### config.mk
export PLATFORM = sky130hd
export DESIGN_NAME = tpmch_top
export DESIGN_NICKNAME = d
export VERILOG_FILES = /design/src/tpmch_pkg.sv /design/src/tpmch_cfg_if.sv /design/src/tpmch_pin.sv /design/src/tpmch_top.sv
export SDC_FILE = /design/constraint.sdc
export NUM_CORES = 1
export LEC_CHECK = 0
export ABC_CLOCK_PERIOD_IN_PS = 2200
export CORE_MARGIN = 3
export CORE_UTILIZATION = 60
export DETAILED_ROUTE_END_ITERATION = 8
export DONT_BUFFER_PORTS = 1
export GPL_ROUTABILITY_DRIVEN = 1
export PLACE_DENSITY_LB_ADDON = 0.3
export SYNTH_ARGS = -nofsm -noshare
export SYNTH_HDL_FRONTEND = slang
export SYNTH_SLANG_ARGS = --single-unit
### constraint.sdc
create_clock -name clk -period 2.2 [get_ports clk]
set_input_delay 0.11 -clock clk [delete_from_list [all_inputs] [get_ports clk]]
set_output_delay 0.11 -clock clk [all_outputs]
set_load 0.02 [all_outputs]
### src/tpmch_pkg.sv
// tpmch_pkg: constants and types for the timer channel mode/value block.
// assumes a byte-wide register port and a 16-bit counter supplied from outside.
package tpmch_pkg;
	// register indexes on the plain register port
	localparam logic [1:0] TPMCH_ADDR_SC = 2'h0;
	localparam logic [1:0] TPMCH_ADDR_VH = 2'h1;
	localparam logic [1:0] TPMCH_ADDR_VL = 2'h2;
	localparam int         TPMCH_AW      = 2;
	// control register fields
	localparam int TPMCH_FLAG_BIT = 7;
	localparam int TPMCH_IE_BIT   = 6;
	localparam int TPMCH_MSB_BIT  = 5;
	localparam int TPMCH_MSA_BIT  = 4;
	localparam int TPMCH_ELSB_BIT = 3;
	localparam int TPMCH_ELSA_BIT = 2;
	// reset values
	localparam logic [7:0]  TPMCH_SC_RST  = 8'h00;
	localparam logic [15:0] TPMCH_VAL_RST = 16'h0000;
	// edge/level encodings
	localparam logic [1:0] TPMCH_EL_OFF    = 2'h0;
	localparam logic [1:0] TPMCH_EL_RISE   = 2'h1;
	localparam logic [1:0] TPMCH_EL_FALL   = 2'h2;
	localparam logic [1:0] TPMCH_EL_BOTH   = 2'h3;
	localparam logic [1:0] TPMCH_EL_TOGGLE = 2'h1;
	localparam logic [1:0] TPMCH_EL_CLEAR  = 2'h2;
	localparam logic [1:0] TPMCH_EL_SET    = 2'h3;
	typedef enum logic [2:0] {
		TPMCH_MODE_OFF,
		TPMCH_MODE_IC,
		TPMCH_MODE_OC,
		TPMCH_MODE_EPWM,
		TPMCH_MODE_CPWM
	} tpmch_mode_e;
endpackage

### src/tpmch_cfg_if.sv
// tpmch_cfg_if: decoded channel configuration passed from the register file
// to the pin logic; both ends run on the same clock.
interface tpmch_cfg_if;
	import tpmch_pkg::*;
	tpmch_mode_e mode;
	logic [1:0]  edge_level;
	logic [15:0] compare_val;
	logic        cap_event;
	logic        match_event;
	modport regs (output mode, output edge_level, output compare_val,
		input cap_event, input match_event);
	modport pin  (input mode, input edge_level, input compare_val,
		output cap_event, output match_event);
endinterface

### src/tpmch_pin.sv
// tpmch_pin: pin synchroniser, capture edge detection, compare match and
// pin drive for one channel. assumes count_tick pulses once per timer count.
module tpmch_pin
	import tpmch_pkg::*;
(
	// clock and reset
	input  wire logic clk,
	input  wire logic reset_n,
	// counter
	input  wire logic        count_tick,
	input  wire logic [15:0] counter_val,
	input  wire logic        count_down,
	input  wire logic        counter_wrap,
	// configuration
	tpmch_cfg_if.pin         cfg,
	// pin
	input  wire logic        pin_in,
	output logic             pin_out,
	output logic             pin_oe
);
	logic [2:0] sync_reg;
	logic       level_reg;
	logic       pin_out_reg;
	logic       pin_out_next;

	// third stage agreeing with second marks a settled level
	wire settled  = sync_reg[1] == sync_reg[2];
	wire rise     = settled && sync_reg[2] && !level_reg;
	wire fall     = settled && !sync_reg[2] && level_reg;
	wire cap_hit  = (cfg.mode == TPMCH_MODE_IC) &&
		((cfg.edge_level == TPMCH_EL_RISE && rise) ||
		 (cfg.edge_level == TPMCH_EL_FALL && fall) ||
		 (cfg.edge_level == TPMCH_EL_BOTH && (rise || fall)));
	wire match    = count_tick && (counter_val == cfg.compare_val);
	wire cmp_mode = (cfg.mode == TPMCH_MODE_OC) || (cfg.mode == TPMCH_MODE_EPWM) ||
		(cfg.mode == TPMCH_MODE_CPWM);
	wire low_true = cfg.edge_level[0];

	assign cfg.cap_event   = cap_hit;
	assign cfg.match_event = match && cmp_mode;
	assign pin_oe  = cmp_mode && (cfg.edge_level != TPMCH_EL_OFF);
	assign pin_out = pin_out_reg;

	always_comb begin
		pin_out_next = pin_out_reg;
		case (cfg.mode)
			TPMCH_MODE_OC: begin
				if (match) begin
					case (cfg.edge_level)
						TPMCH_EL_TOGGLE: pin_out_next = !pin_out_reg;
						TPMCH_EL_CLEAR:  pin_out_next = 1'b0;
						TPMCH_EL_SET:    pin_out_next = 1'b1;
						default:         pin_out_next = pin_out_reg;
					endcase
				end
			end
			TPMCH_MODE_EPWM: begin
				if (match)
					pin_out_next = low_true;
				else if (count_tick && counter_wrap)
					pin_out_next = !low_true;
			end
			TPMCH_MODE_CPWM: begin
				if (match && !count_down)
					pin_out_next = low_true;
				else if (match && count_down)
					pin_out_next = !low_true;
			end
			default: pin_out_next = pin_out_reg;
		endcase
	end

	always_ff @(posedge clk or negedge reset_n) begin
		if (!reset_n) begin
			sync_reg    <= 3'h0;
			level_reg   <= 1'b0;
			pin_out_reg <= 1'b0;
		end else begin
			sync_reg    <= {sync_reg[1:0], pin_in};
			if (settled)
				level_reg <= sync_reg[2];
			pin_out_reg <= pin_out_next;
		end
	end
endmodule

### src/tpmch_top.sv
// tpmch_top: one timer channel: status/control register, coherent 16-bit
// value buffering, mode decode and the pin logic.
// assumes the counter, prescaler and modulo logic live outside and present
// the count, a tick per count, direction and the center-aligned select.
module tpmch_top
	import tpmch_pkg::*;
(
	// clock and reset
	input  wire logic                clk,
	input  wire logic                reset_n,
	// register port
	input  wire logic [TPMCH_AW-1:0] reg_addr,
	input  wire logic [7:0]          reg_wdata,
	input  wire logic                reg_wr,
	input  wire logic                reg_rd,
	output logic      [7:0]          reg_rdata,
	// counter side
	input  wire logic                count_tick,
	input  wire logic [15:0]         counter_val,
	input  wire logic                count_down,
	input  wire logic                counter_wrap,
	input  wire logic                center_aligned_select,
	// channel pin
	input  wire logic                chan_pin_in,
	output logic                     chan_pin_out,
	output logic                     chan_pin_oe,
	// interrupt request
	output logic                     chan_irq
);
	tpmch_cfg_if cfg_bus ();

	logic        chan_event_flag_reg;
	logic        chan_irq_enable_reg;
	logic        mode_select_high_reg;
	logic        mode_select_low_reg;
	logic [1:0]  edge_level_reg;
	logic [15:0] value_reg;
	logic [15:0] rd_buf_reg;
	logic        rd_frozen_reg;
	logic        rd_first_hi_reg;
	logic [7:0]  wr_hi_reg;
	logic [7:0]  wr_lo_reg;
	logic        wr_hi_seen_reg;
	logic        wr_lo_seen_reg;
	logic        flag_armed_reg;
	logic [7:0]  rdata_reg;

	// access decode
	wire wr_sc = reg_wr && (reg_addr == TPMCH_ADDR_SC);
	wire wr_vh = reg_wr && (reg_addr == TPMCH_ADDR_VH);
	wire wr_vl = reg_wr && (reg_addr == TPMCH_ADDR_VL);
	wire rd_sc = reg_rd && (reg_addr == TPMCH_ADDR_SC);
	wire rd_vh = reg_rd && (reg_addr == TPMCH_ADDR_VH);
	wire rd_vl = reg_rd && (reg_addr == TPMCH_ADDR_VL);

	// mode decode from the select bits
	function automatic tpmch_mode_e decode_mode(input logic cas, input logic msb,
		input logic msa, input logic [1:0] el);
		if (el == TPMCH_EL_OFF && !(msa && !msb && !cas))
			decode_mode = TPMCH_MODE_OFF;
		else if (cas)
			decode_mode = TPMCH_MODE_CPWM;
		else if (msb)
			decode_mode = TPMCH_MODE_EPWM;
		else if (msa)
			decode_mode = TPMCH_MODE_OC;
		else
			decode_mode = TPMCH_MODE_IC;
	endfunction

	// center select applies to every channel
	wire tpmch_mode_e mode = decode_mode(center_aligned_select, mode_select_high_reg,
		mode_select_low_reg, edge_level_reg);
	wire is_capture = (mode == TPMCH_MODE_IC);

	assign cfg_bus.mode        = mode;
	assign cfg_bus.edge_level  = edge_level_reg;
	assign cfg_bus.compare_val = value_reg;

	wire event_hit = cfg_bus.cap_event || cfg_bus.match_event;
	// clear needs a prior read with the flag set and no event since
	wire flag_clear = wr_sc && !reg_wdata[TPMCH_FLAG_BIT] && flag_armed_reg;

	wire [15:0] rd_view  = rd_frozen_reg ? rd_buf_reg : value_reg;
	wire [7:0]  sc_view  = {chan_event_flag_reg, chan_irq_enable_reg, mode_select_high_reg,
		mode_select_low_reg, edge_level_reg, 2'h0};
	wire [7:0]  rd_mux   = rd_sc ? sc_view :
		rd_vh ? rd_view[15:8] :
		rd_vl ? rd_view[7:0] : 8'h00;

	// pair complete on the second byte
	wire pair_done = !is_capture && ((wr_vh && wr_lo_seen_reg) || (wr_vl && wr_hi_seen_reg));
	wire [15:0] pair_val = {wr_vh ? reg_wdata : wr_hi_reg, wr_vl ? reg_wdata : wr_lo_reg};

	assign chan_irq  = chan_event_flag_reg && chan_irq_enable_reg;
	assign reg_rdata = rdata_reg;

	// control register and flag
	always_ff @(posedge clk or negedge reset_n) begin
		if (!reset_n) begin
			chan_event_flag_reg  <= TPMCH_SC_RST[TPMCH_FLAG_BIT];
			chan_irq_enable_reg  <= TPMCH_SC_RST[TPMCH_IE_BIT];
			mode_select_high_reg <= TPMCH_SC_RST[TPMCH_MSB_BIT];
			mode_select_low_reg  <= TPMCH_SC_RST[TPMCH_MSA_BIT];
			edge_level_reg       <= TPMCH_SC_RST[TPMCH_ELSB_BIT:TPMCH_ELSA_BIT];
			flag_armed_reg       <= 1'b0;
		end else begin
			if (wr_sc) begin
				chan_irq_enable_reg  <= reg_wdata[TPMCH_IE_BIT];
				mode_select_high_reg <= reg_wdata[TPMCH_MSB_BIT];
				mode_select_low_reg  <= reg_wdata[TPMCH_MSA_BIT];
				edge_level_reg       <= reg_wdata[TPMCH_ELSB_BIT:TPMCH_ELSA_BIT];
			end
			if (event_hit)
				chan_event_flag_reg <= 1'b1;
			else if (flag_clear)
				chan_event_flag_reg <= 1'b0;
			// a new event restarts the clearing sequence
			if (event_hit || wr_sc)
				flag_armed_reg <= 1'b0;
			else if (rd_sc && chan_event_flag_reg)
				flag_armed_reg <= 1'b1;
		end
	end

	// value register, read freeze and write pairing
	always_ff @(posedge clk or negedge reset_n) begin
		if (!reset_n) begin
			value_reg       <= TPMCH_VAL_RST;
			rd_buf_reg      <= TPMCH_VAL_RST;
			rd_frozen_reg   <= 1'b0;
			rd_first_hi_reg <= 1'b0;
			wr_hi_reg       <= 8'h00;
			wr_lo_reg       <= 8'h00;
			wr_hi_seen_reg  <= 1'b0;
			wr_lo_seen_reg  <= 1'b0;
			rdata_reg       <= 8'h00;
		end else begin
			rdata_reg <= rd_mux;
			if (cfg_bus.cap_event)
				value_reg <= counter_val;
			else if (is_capture && wr_vh)
				value_reg <= {reg_wdata, value_reg[7:0]};
			else if (is_capture && wr_vl)
				value_reg <= {value_reg[15:8], reg_wdata};
			else if (pair_done)
				value_reg <= pair_val;
			if (wr_sc)
				rd_frozen_reg <= 1'b0;
			else if (is_capture && (rd_vh || rd_vl)) begin
				if (!rd_frozen_reg) begin
					rd_frozen_reg   <= 1'b1;
					rd_buf_reg      <= value_reg;
					rd_first_hi_reg <= rd_vh;
				end else if (rd_vh != rd_first_hi_reg)
					rd_frozen_reg <= 1'b0;
			end
			if (wr_sc || pair_done || is_capture) begin
				wr_hi_seen_reg <= 1'b0;
				wr_lo_seen_reg <= 1'b0;
			end else begin
				if (wr_vh) begin
					wr_hi_reg      <= reg_wdata;
					wr_hi_seen_reg <= 1'b1;
				end
				if (wr_vl) begin
					wr_lo_reg      <= reg_wdata;
					wr_lo_seen_reg <= 1'b1;
				end
			end
		end
	end

	tpmch_pin u_pin (
		.clk          (clk),
		.reset_n      (reset_n),
		.count_tick   (count_tick),
		.counter_val  (counter_val),
		.count_down   (count_down),
		.counter_wrap (counter_wrap),
		.cfg          (cfg_bus.pin),
		.pin_in       (chan_pin_in),
		.pin_out      (chan_pin_out),
		.pin_oe       (chan_pin_oe)
	);
endmodule

==> results of run 1 <==
kinds of logic (layout without fill, tap and decap cells):
| group | Yosys count | after routing | synth area share |
|---|---|---|---|
| AO/OA/AOI/OAI | 87 | 87 | 0.134 |
| AND/OR/NAND/NOR | 109 | 109 | 0.143 |
| flip-flops | 72 | 72 | 0.465 |
| buffers and inverters | 22 | 65 | 0.0339 |
| XOR/XNOR | 17 | 17 | 0.0384 |
| multiplexers | 57 | 57 | 0.166 |
| adder cells (fa/ha/maj) | 6 | 6 | 0.0194 |
final cells by class:
| class | count | area (µm²) |
|---|---|---|
| Inverter | 5 | 18.8 |
| Clock buffer | 10 | 128 |
| Tap cell | 75 | 93.8 |
| Sequential cell | 72 | 1800 |
| Fill cell | 417 | 1550 |
| Multi-Input combinational cell | 276 | 1960 |
| Clock inverter | 6 | 83.8 |
| Timing Repair Buffer | 44 | 450 |
power by group:
group	internal, µW	total [µW]	switching (µW)
combinational	715	1360	641
clock	635	1150	512
sequential	1730	2150	412
how the worst min path moves through the flow:
stage / endpoint / cells past startpoint / slack [ps] / start
finish: reg_rdata[0]$_DFF_PN0_ / 3 / 8 / reg_addr[0]
floorplan: cfg_bus.compare_val[0]$_DFFE_PN0P_ / 0 / -190 / reset_n
global placement: rd_buf_reg[8]$_DFFE_PN0P_ / 0 / -180 / reset_n
detailed placement: reg_rdata[0]$_DFF_PN0_ / 0 / -180 / reset_n
global route: reg_rdata[0]$_DFF_PN0_ / 3 / 8 / reg_addr[0]
CTS: reg_rdata[2]$_DFF_PN0_ / 2 / 2 / reg_addr[1]
metal layers:
metal	part of all wire	GRT usage	wire length, µm	up-vias
met3	0.091	0.0751	904	32
met1	0.40	0.362	3970	1494
met5	0	0	0	-
met4	0.032	0.108	313	0
met2	0.48	0.436	4700	175
li1	-	-	-	1389
timing repair:
action / in CTS / in global routing
hold endpoints to repair: 121 / 1
endpoints found under the setup margin: 6 / 46
hold buffers: 30 / 1
resized for setup: 2 / 5
pin swaps: 0 / 3
buffers inserted: 0 / 4
cloned: 0 / 0
per-stage QoR:
step | instance area (µm²) | setup WS, ps | setup TNS, ps
floorplan | 3880 | 215 | 0
global placement | 3930 | 16.7 | 0
detailed placement | 3930 | -137 | -592
CTS | 4460 | 8.55 | 0
global route | 4540 | -15.2 | -27.2
finish | 4540 | 66.0 | 0
placed cells by master, fill, tap and decap left out, types with 2 or more instances in the layout:
master / count
a21oi_1: 25
nand3b_1: 2
nor3_1: 9
nand2_1: 54
o22ai_1: 8
o211ai_1: 6
nand2b_1: 5
inv_1: 4
bufinv_16: 2
mux2_2: 27
xnor2_1: 16
clkbuf_8: 9
nor2b_1: 2
o21ai_1: 8
a221oi_1: 6
ha_1: 6
nand3_1: 4
nor2_1: 9
mux2_4: 8
clkinv_2: 3
buf_12: 2
buf_4: 11
o21ai_0: 24
nand4_1: 4
and2_1: 11
mux2i_1: 22
nor2_4: 2
dlygate4sd3_1: 30
dfrtp_1: 71
nor2b_4: 2
worst max-delay path: cells and delay by family (launching register included):
| kind | cells | cell delay [ps] |
|---|---|---|
| and+or+nand+nor | 2 | 410 |
| adders and majority gates | 1 | 220 |
| AOI/OAI and AO/OA | 1 | 200 |
| muxes | 1 | 320 |
| buffers and inverters | 3 | 460 |
| DFF | 1 | 410 |
==> metrics.txt, run 1 <==
status finished clean; routability congestion estimate from global placement 0.971; number of global-route vias before repair 2,977; Antenna Diode Count 0; Iteration-0 DRC Markers 329; pwr dens 1020 nW/µm²; DIE AREA 7460 µm²; synthesized area 3880 µm²; worst r2r path cells 8; gate count of the mapped netlist 370; Synth top area share 0.465; CTS buffer count 9; Post-synth EDFFs 0; crit start category flop; Commonest cells post-synth dfrtp_1, nand2_1, mux2_2, a21oi_1, o21ai_0; # setup viols final 0; fin nets 449; CP Max Fanout 18; Detail Route Antenna Nets 0; global route overflow 0; Final Power 4650 µW; Tot GR Track Use 0.276; period utilization 0.970; layout cell share with drive strength beyond 1 0.189; largest net degree at the start of global routing 73; Worst-path clk slew 80 ps; CTS tree done; Clock Tree Root clkbuf_8; final slew viol count 0; Reg2Reg Setup Slack 70 ps; number of H-tree levels 3; critical path's largest stage delay 410 ps; crit path cell chain inv_2 -> ha_1 -> buf_4 -> nor4_4 -> o211ai_1 -> nand2b_1 -> buf_4 -> mux2_4; first-pass GRT wire length 15,500 µm; kind of critical path reg2reg; final core utilization 0.745; worst r2r src cfg_bus.edge_level[0]$_DFFE_PN0P_; Worst Path Required 2440 ps; CP dominant cell by count buf_4; count leader, synth dfrtp_1; Syn-to-layout area delta 17.2%; synth top area cells dfrtp_1, mux2_2, mux2i_1, nand2_1, xnor2_1; Worst Max-Slew Pin Slew 523 ps; clk_lat worst skew 350 ps; FMAX 469 MHz; Worst EP arrival 2370 ps; Site Rows 28; Die Y 86.4 µm; drt pass-1 iters 5; initial antenna violation count 0; Starting Density 0.636; leakage 0.00195 µW; sequential-to-total area share from yosys stat 0.465; Routed wire per std cell 20.2 µm; Min Hold Slack 7.70 ps; Yosys Warn Count 0; unrepaired setup endpoints after global routing true; Inst Count DP 437; final hold vios 0; post-route DRC violation count 0; TritonCTS Sinks 72; Setup crit end kind flop; Final Critical Period 2130 ps; crit path capture rd_buf_reg[7]$_DFFE_PN0P_; dominant cell type by area after synthesis dfrtp_1; Critical-path top delay cell dfrtp_1; r2r endpoint rd_buf_reg[7]$_DFFE_PN0P_; Die W 86.4 µm; Critical Path Start cfg_bus.edge_level[0]$_DFFE_PN0P_; vias 3,090; Avg Cell Area, Syn 10.5 µm²; IO Pins 46; Worst VDD drop 0.000560 V; Final Non-Filler Cells 488; top_reg_cell synth dfrtp_1; Max-Cap Viols 0; PortBufs 0; async set or reset register ratio after synthesis 1.00; Core Area 6100 µm²; Mapped Nets 411; vias per std cell 6.33; Worst Hold Class in2reg; Detailed Place HPWL 6300 µm; CTS max path bufs 2; Worst Clk Skew 5.06 ps; post-synth cell types 43; drt total wl 9880 µm; Max-slew headroom 0.651; Seq cells post-synth 72
Note: power is estimated with default switching activity, not from simulation.
==> run 2: changes to the inputs <==
Settings changed: ABC_AREA set to 1, CORE_UTILIZATION 60 to 40.
==> metrics.txt, run 2 <==
CTS max path bufs 2 (unchanged); crit start category flop; period utilization 0.918 (-0.0519); FMAX 495 MHz (+5.7%); Detail Route Antenna Nets 0 (unchanged); fin nets 565 (+26%); TritonCTS Sinks 72 (unchanged); commonest cells after routing, fill and taps aside nand2_1, dfrtp_1, inv_1; final hold vios 0 (unchanged); CTS buffer count 9 (unchanged); async set or reset register ratio after synthesis 1.00 (unchanged); Antenna Diode Count 0 (unchanged); Worst Path Required 2460 ps (+20 ps); leakage 0.00216 µW (+11%); CP Max Fanout 5 (-13); IO Pins 46 (unchanged); initial antenna violation count 0 (unchanged); CTS tree done; Clock Tree Root clkbuf_8; Worst EP arrival 2280 ps (-90 ps); dominant cell type by area after synthesis dfrtp_1; Max-Cap Viols 0 (unchanged); post-synth cell types 36 (-16%); status finished clean; Worst Hold Class in2reg; drt total wl 10,000 µm (+1.5%); global route overflow 0 (unchanged); first-pass GRT wire length 16,600 µm (+7.0%); synthesized area 3960 µm² (+2.2%); Post-synth EDFFs 0 (unchanged); Final Critical Period 2020 ps (-114 ps); Avg Cell Area, Syn 7.80 µm² (-26%); number of H-tree levels 3 (unchanged); number of global-route vias before repair 3,279 (+10%); Site Rows 35 (+25%); Seq cells post-synth 72 (unchanged); Iteration-0 DRC Markers 206 (-37%); Worst Max-Slew Pin Slew 471 ps (-51.7 ps); synth top area cells dfrtp_1, nand2_1, o21ai_0, inv_1, o21ai_2; Setup crit end kind flop; drt pass-1 iters 4 (-1); top_reg_cell synth dfrtp_1; Routed wire per std cell 15.2 µm (-25%); Starting Density 0.421 (-0.215); Mapped Nets 549 (+34%); layout cell share with drive strength beyond 1 0.117 (-0.0717); Yosys Warn Count 0 (unchanged); # setup viols final 0 (unchanged); vias 3,374 (+9.2%); routability congestion estimate from global placement 0.874 (-10%); Commonest cells post-synth nand2_1, dfrtp_1, inv_1, o21ai_0, nor2_1; sequential-to-total area share from yosys stat 0.455 (-0.00984); post-CTS setup buffer count 0 (unchanged); final instance area 4470 µm² (-1.6%); Syn-to-layout area delta 12.9%; Max-slew headroom 0.683 (+0.0320); most common cell after layout, fill and taps aside nand2_1; vias per std cell 5.13 (-19%); Worst VDD drop 0.000573 V (+2.4%); Core Area 9420 µm² (+54%); Die W 106 µm (+22%); PortBufs 0 (unchanged); post-route setup TNS 0 ps (unchanged); largest net degree at the start of global routing 73 (unchanged); Die Y 106 µm (+22%); Post-DP Area 4090 µm² (+4.2%); Tot GR Track Use 0.192 (-0.0837); DIE AREA 11,100 µm² (+49%); pwr dens 1090 nW/µm² (+6.3%); final slew viol count 0 (unchanged); unrepaired setup endpoints after global routing false; kind of critical path reg2reg; Detailed Place HPWL 7470 µm (+19%); clk_lat worst skew 360 ps (about the same); Worst Clk Skew 9.26 ps (+4.20 ps); final core utilization 0.475 (-0.270); post-route DRC violation count 0 (unchanged); Worst-path clk slew 80 ps (about the same); Synth top area share 0.455 (-0.00984); count leader, synth nand2_1; gate count of the mapped netlist 508 (+37%)
==> run 2: routing by layer <==
metal | up-vias | GRT usage | wire length, µm
li1 | 1657 | - | -
met1 | 1584 | 0.260 | 4630
met2 | 108 | 0.297 | 4550
met3 | 25 | 0.0404 | 512
met4 | 0 | 0.0851 | 327
met5 | - | 0 | 0
==> run 2: what timing repair did <==
action	in CTS	in global routing
hold buffers	14	0
setup endpoints to repair	0	7
hold endpoints to repair	85	0
resized for setup	0	2
==> run 2: kinds of logic (layout without fill, tap and decap cells) <==
kind of cell,Yosys count,after routing,share of synthesized area
AO/OA/AOI/OAI,117,117,0.181
XOR/XNOR,4,4,0.00885
adder cells (fa/ha/maj),6,6,0.0190
buffers and inverters,93,114,0.0976
flip-flops,72,72,0.455
multiplexers,4,4,0.0101
AND/OR/NAND/NOR,212,212,0.228
==> run 2: power breakdown <==
part | total, µW | leakage (µW) | internal, µW | switching, µW
registers | 2100 | 0.000928 | 1790 | 307
clock network | 1170 | 0.000106 | 667 | 501
logic | 1590 | 0.00113 | 581 | 1010
==> run 2: path summary, 6_finish.rpt <==
kind	start	endpoint	slack [ps]	cells past startpoint
hold / removal	reg_wdata[1]	wr_lo_reg[1]$_DFFE_PN0P_	20	2
setup / recovery	cfg_bus.edge_level[0]$_DFFE_PN0P_	u_pin.pin_out$_DFFE_PN0P_	180	9
setup reg to reg	cfg_bus.edge_level[0]$_DFFE_PN0P_	u_pin.pin_out$_DFFE_PN0P_	180	9
min in group asynchronous	reset_n	rd_first_hi_reg$_DFFE_PN0P_	320	2
hold reg to reg	u_pin.sync_reg[0]$_DFF_PN0_	u_pin.sync_reg[1]$_DFF_PN0_	350	0
max in group asynchronous	reset_n	cfg_bus.edge_level[1]$_DFFE_PN0P_	1570	2
==> run 2: area by class of cell <==
cell class,count,area (µm²)
inverter,74,280
multi-input combinational,343,1770
sequential,72,1800
clock buffer,11,141
fill,892,4940
timing repair buffer,24,233
tap,129,161
clock inverter,5,80.1
==> run 2: stage by stage <==
step | hold WS [ps] | total power (µW) | setup slack [ps] | cells
2_1_floorplan | -186 | 3260 | 445 | 508
6_report | 17.5 | 4860 | 180 | 658
3_5_place_dp | -183 | 3660 | 182 | 628
4_1_cts | 3.52 | 4910 | 107 | 658
3_3_place_gp | -182 | 3590 | 267 | 628
5_1_grt | 21.3 | 5260 | 38.7 | 658
==> run 2: critical path: stages (launching register included) <==
cell and delay (ps):
dfrtp_1 410, inv_1 100, ha_1 260, inv_2 110
nand2_1 50, nor2_1 160, nand3_1 120, dlygate4sd3_1 570
nand3_1 80, nand2_1 50
==> run 3: changes to the inputs <==
Settings changed: MAX_ROUTING_LAYER set to met4.
==> metrics.txt, run 3 (synthesis results as in run 2) <==
vias per std cell 4.96 (-3.3%); CTS max path bufs 2 (unchanged); Clock Tree Root clkbuf_8; CTS buffer count 9 (unchanged); layout cell share with drive strength beyond 1 0.118 (+0.000893); routability congestion estimate from global placement 0.913 (+4.4%); Detailed Place HPWL 7420 µm (-0.72%); clk_lat worst skew 350 ps (about the same); Post-Place Worst Slack 187 ps (+5.41 ps); fin nets 561 (-0.71%); status finished clean; post-route DRC violation count 0 (unchanged); Max-Cap Viols 0 (unchanged); Antenna Diode Count 0 (unchanged); Gate power share 0.337 (+0.009); most common cell after layout, fill and taps aside nand2_1; Post-DP Area 4090 µm² (unchanged); kind of critical path reg2reg; WHS Path Cells 4 (+2); commonest cells after routing, fill and taps aside nand2_1, dfrtp_1, inv_1; Routed wire per std cell 15.1 µm (-0.65%); pwr dens 1060 nW/µm² (-2.3%); Net Sw Frac 0.387 (+0.0124); CTS tree done; min-delay src counter_val[6]; worst r2r src cfg_bus.edge_level[0]$_DFFE_PN0P_; drt total wl 9900 µm (-1.3%); TritonCTS Sinks 72 (unchanged); number of H-tree levels 3 (unchanged); Syn-to-layout area delta 11.1%; final hold vios 0 (unchanged); Setup crit end kind flop; FMAX 508 MHz (+2.6%); first-pass GRT wire length 16,300 µm (-1.7%); Worst Max-Slew Pin Slew 436 ps (-34.8 ps); clock share of power 0.214 (-0.026); Worst Clk Skew 13.4 ps (+4.13 ps); Iteration-0 DRC Markers 272 (+32%); Tot GR Track Use 0.193 (+0.000937); Site Rows 35 (unchanged); Int Power 2870 µW (-5.7%); Reg2Reg Setup Slack 230 ps (+50 ps); Worst Path Required 2410 ps (-50 ps); PortBufs 0 (unchanged); final slew viol count 0 (unchanged); Max-slew headroom 0.706 (+0.0235); final instance area 4400 µm² (-1.6%); Flop pwr share 0.448 (+0.016); Die Y 106 µm (unchanged); Min Hold Slack 18.6 ps (+1.06 ps); Final Critical Period 1970 ps (-50.9 ps); global route overflow 0 (unchanged); Worst EP arrival 2180 ps (-100 ps); Core Area 9420 µm² (unchanged); vias 3,242 (-3.9%); worst hold endpoint cfg_bus.compare_val[6]$_DFFE_PN0P_; Worst Hold Class in2reg; CP Max Fanout 16 (+11); unrepaired setup endpoints after global routing false; post-route setup TNS 0 ps (unchanged); DIE AREA 11,100 µm² (unchanged); Starting Density 0.421 (unchanged); Detail Route Antenna Nets 0 (unchanged); number of global-route vias before repair 3,145 (-4.1%); initial antenna violation count 0 (unchanged); slack of the critical path 231 ps (+50.9 ps); IO Pins 46 (unchanged); # setup viols final 0 (unchanged); leakage 0.00213 µW (-1.3%); switching power 1810 µW (-0.61%); period utilization 0.895 (-0.0231); post-CTS setup buffer count 0 (unchanged); drt pass-1 iters 4 (unchanged); crit start category flop; worst r2r path cells 11 (+2); Worst-path clk slew 80 ps (about the same); Worst VDD drop 0.000720 V (+26%); r2r endpoint cfg_bus.compare_val[8]$_DFFE_PN0P_; Die W 106 µm (unchanged); largest net degree at the start of global routing 73 (unchanged)
[run 3: final cells by class]
class,count,area [µm²]
Clock inverter,4,27.5
Sequential cell,72,1800
Multi-Input combinational cell,343,1770
Inverter,74,280
Clock buffer,12,165
Timing Repair Buffer,20,193
Fill cell,935,5010
Tap cell,129,161
[run 3: layer usage]
metal  wire length (µm)  vias to the layer above  global-route usage
li1                   -                     1646                   -
met1               4690                     1516               0.261
met2               4570                       72               0.295
met3                524                        8              0.0478
met4                118                        0              0.0444
met5                  0                        -                   -
[run 3: how the worst max path moves through the flow]
stage | slack (ps) | endpoint | start
6_report | 230 | cfg_bus.compare_val[8]$_DFFE_PN0P_ | cfg_bus.edge_level[0]$_DFFE_PN0P_
5_1_grt | 70 | cfg_bus.compare_val[8]$_DFFE_PN0P_ | cfg_bus.edge_level[1]$_DFFE_PN0P_
4_1_cts | 170 | cfg_bus.compare_val[1]$_DFFE_PN0P_ | cfg_bus.edge_level[1]$_DFFE_PN0P_
3_5_place_dp | 190 | cfg_bus.compare_val[1]$_DFFE_PN0P_ | cfg_bus.edge_level[1]$_DFFE_PN0P_
3_3_place_gp | 270 | cfg_bus.compare_val[3]$_DFFE_PN0P_ | cfg_bus.edge_level[1]$_DFFE_PN0P_
2_1_floorplan | 440 | cfg_bus.compare_val[14]$_DFFE_PN0P_ | cfg_bus.edge_level[0]$_DFFE_PN0P_
[run 3: per-stage QoR]
step	instances	power, µW	util
final	654	4680	0.467
after detailed placement	628	3660	0.434
after global routing	654	5070	0.467
after CTS	654	4720	0.467
after floorplan	508	3260	-
after global placement	628	3590	0.434
[run 3: power groups by stage]
stage | Combinational, µW | Clock (µW) | Sequential (µW)
after floorplan | 1200 | 0 | 2050
after global placement | 1490 | 0 | 2100
after detailed placement | 1530 | 0 | 2120
after CTS | 1590 | 1030 | 2100
after global routing | 1830 | 1080 | 2160
final | 1580 | 1000 | 2100
[run 3: what timing repair did]
action | in CTS | in global routing
hold buffers | 10 | 0
endpoints found under the hold margin | 82 | 0
gates resized for setup | 0 | 1
endpoints found under the setup margin | 0 | 6
[run 3: critical path: stages (launching register included)]
cell     delay [ps]
dfrtp_1         430
inv_1           120
ha_1            240
inv_2            80
nand3_4         120
inv_2            70
nand3_4         100
inv_4            60
a21oi_4         180
nand2_4         180
nor2_1          210
a31oi_4          40
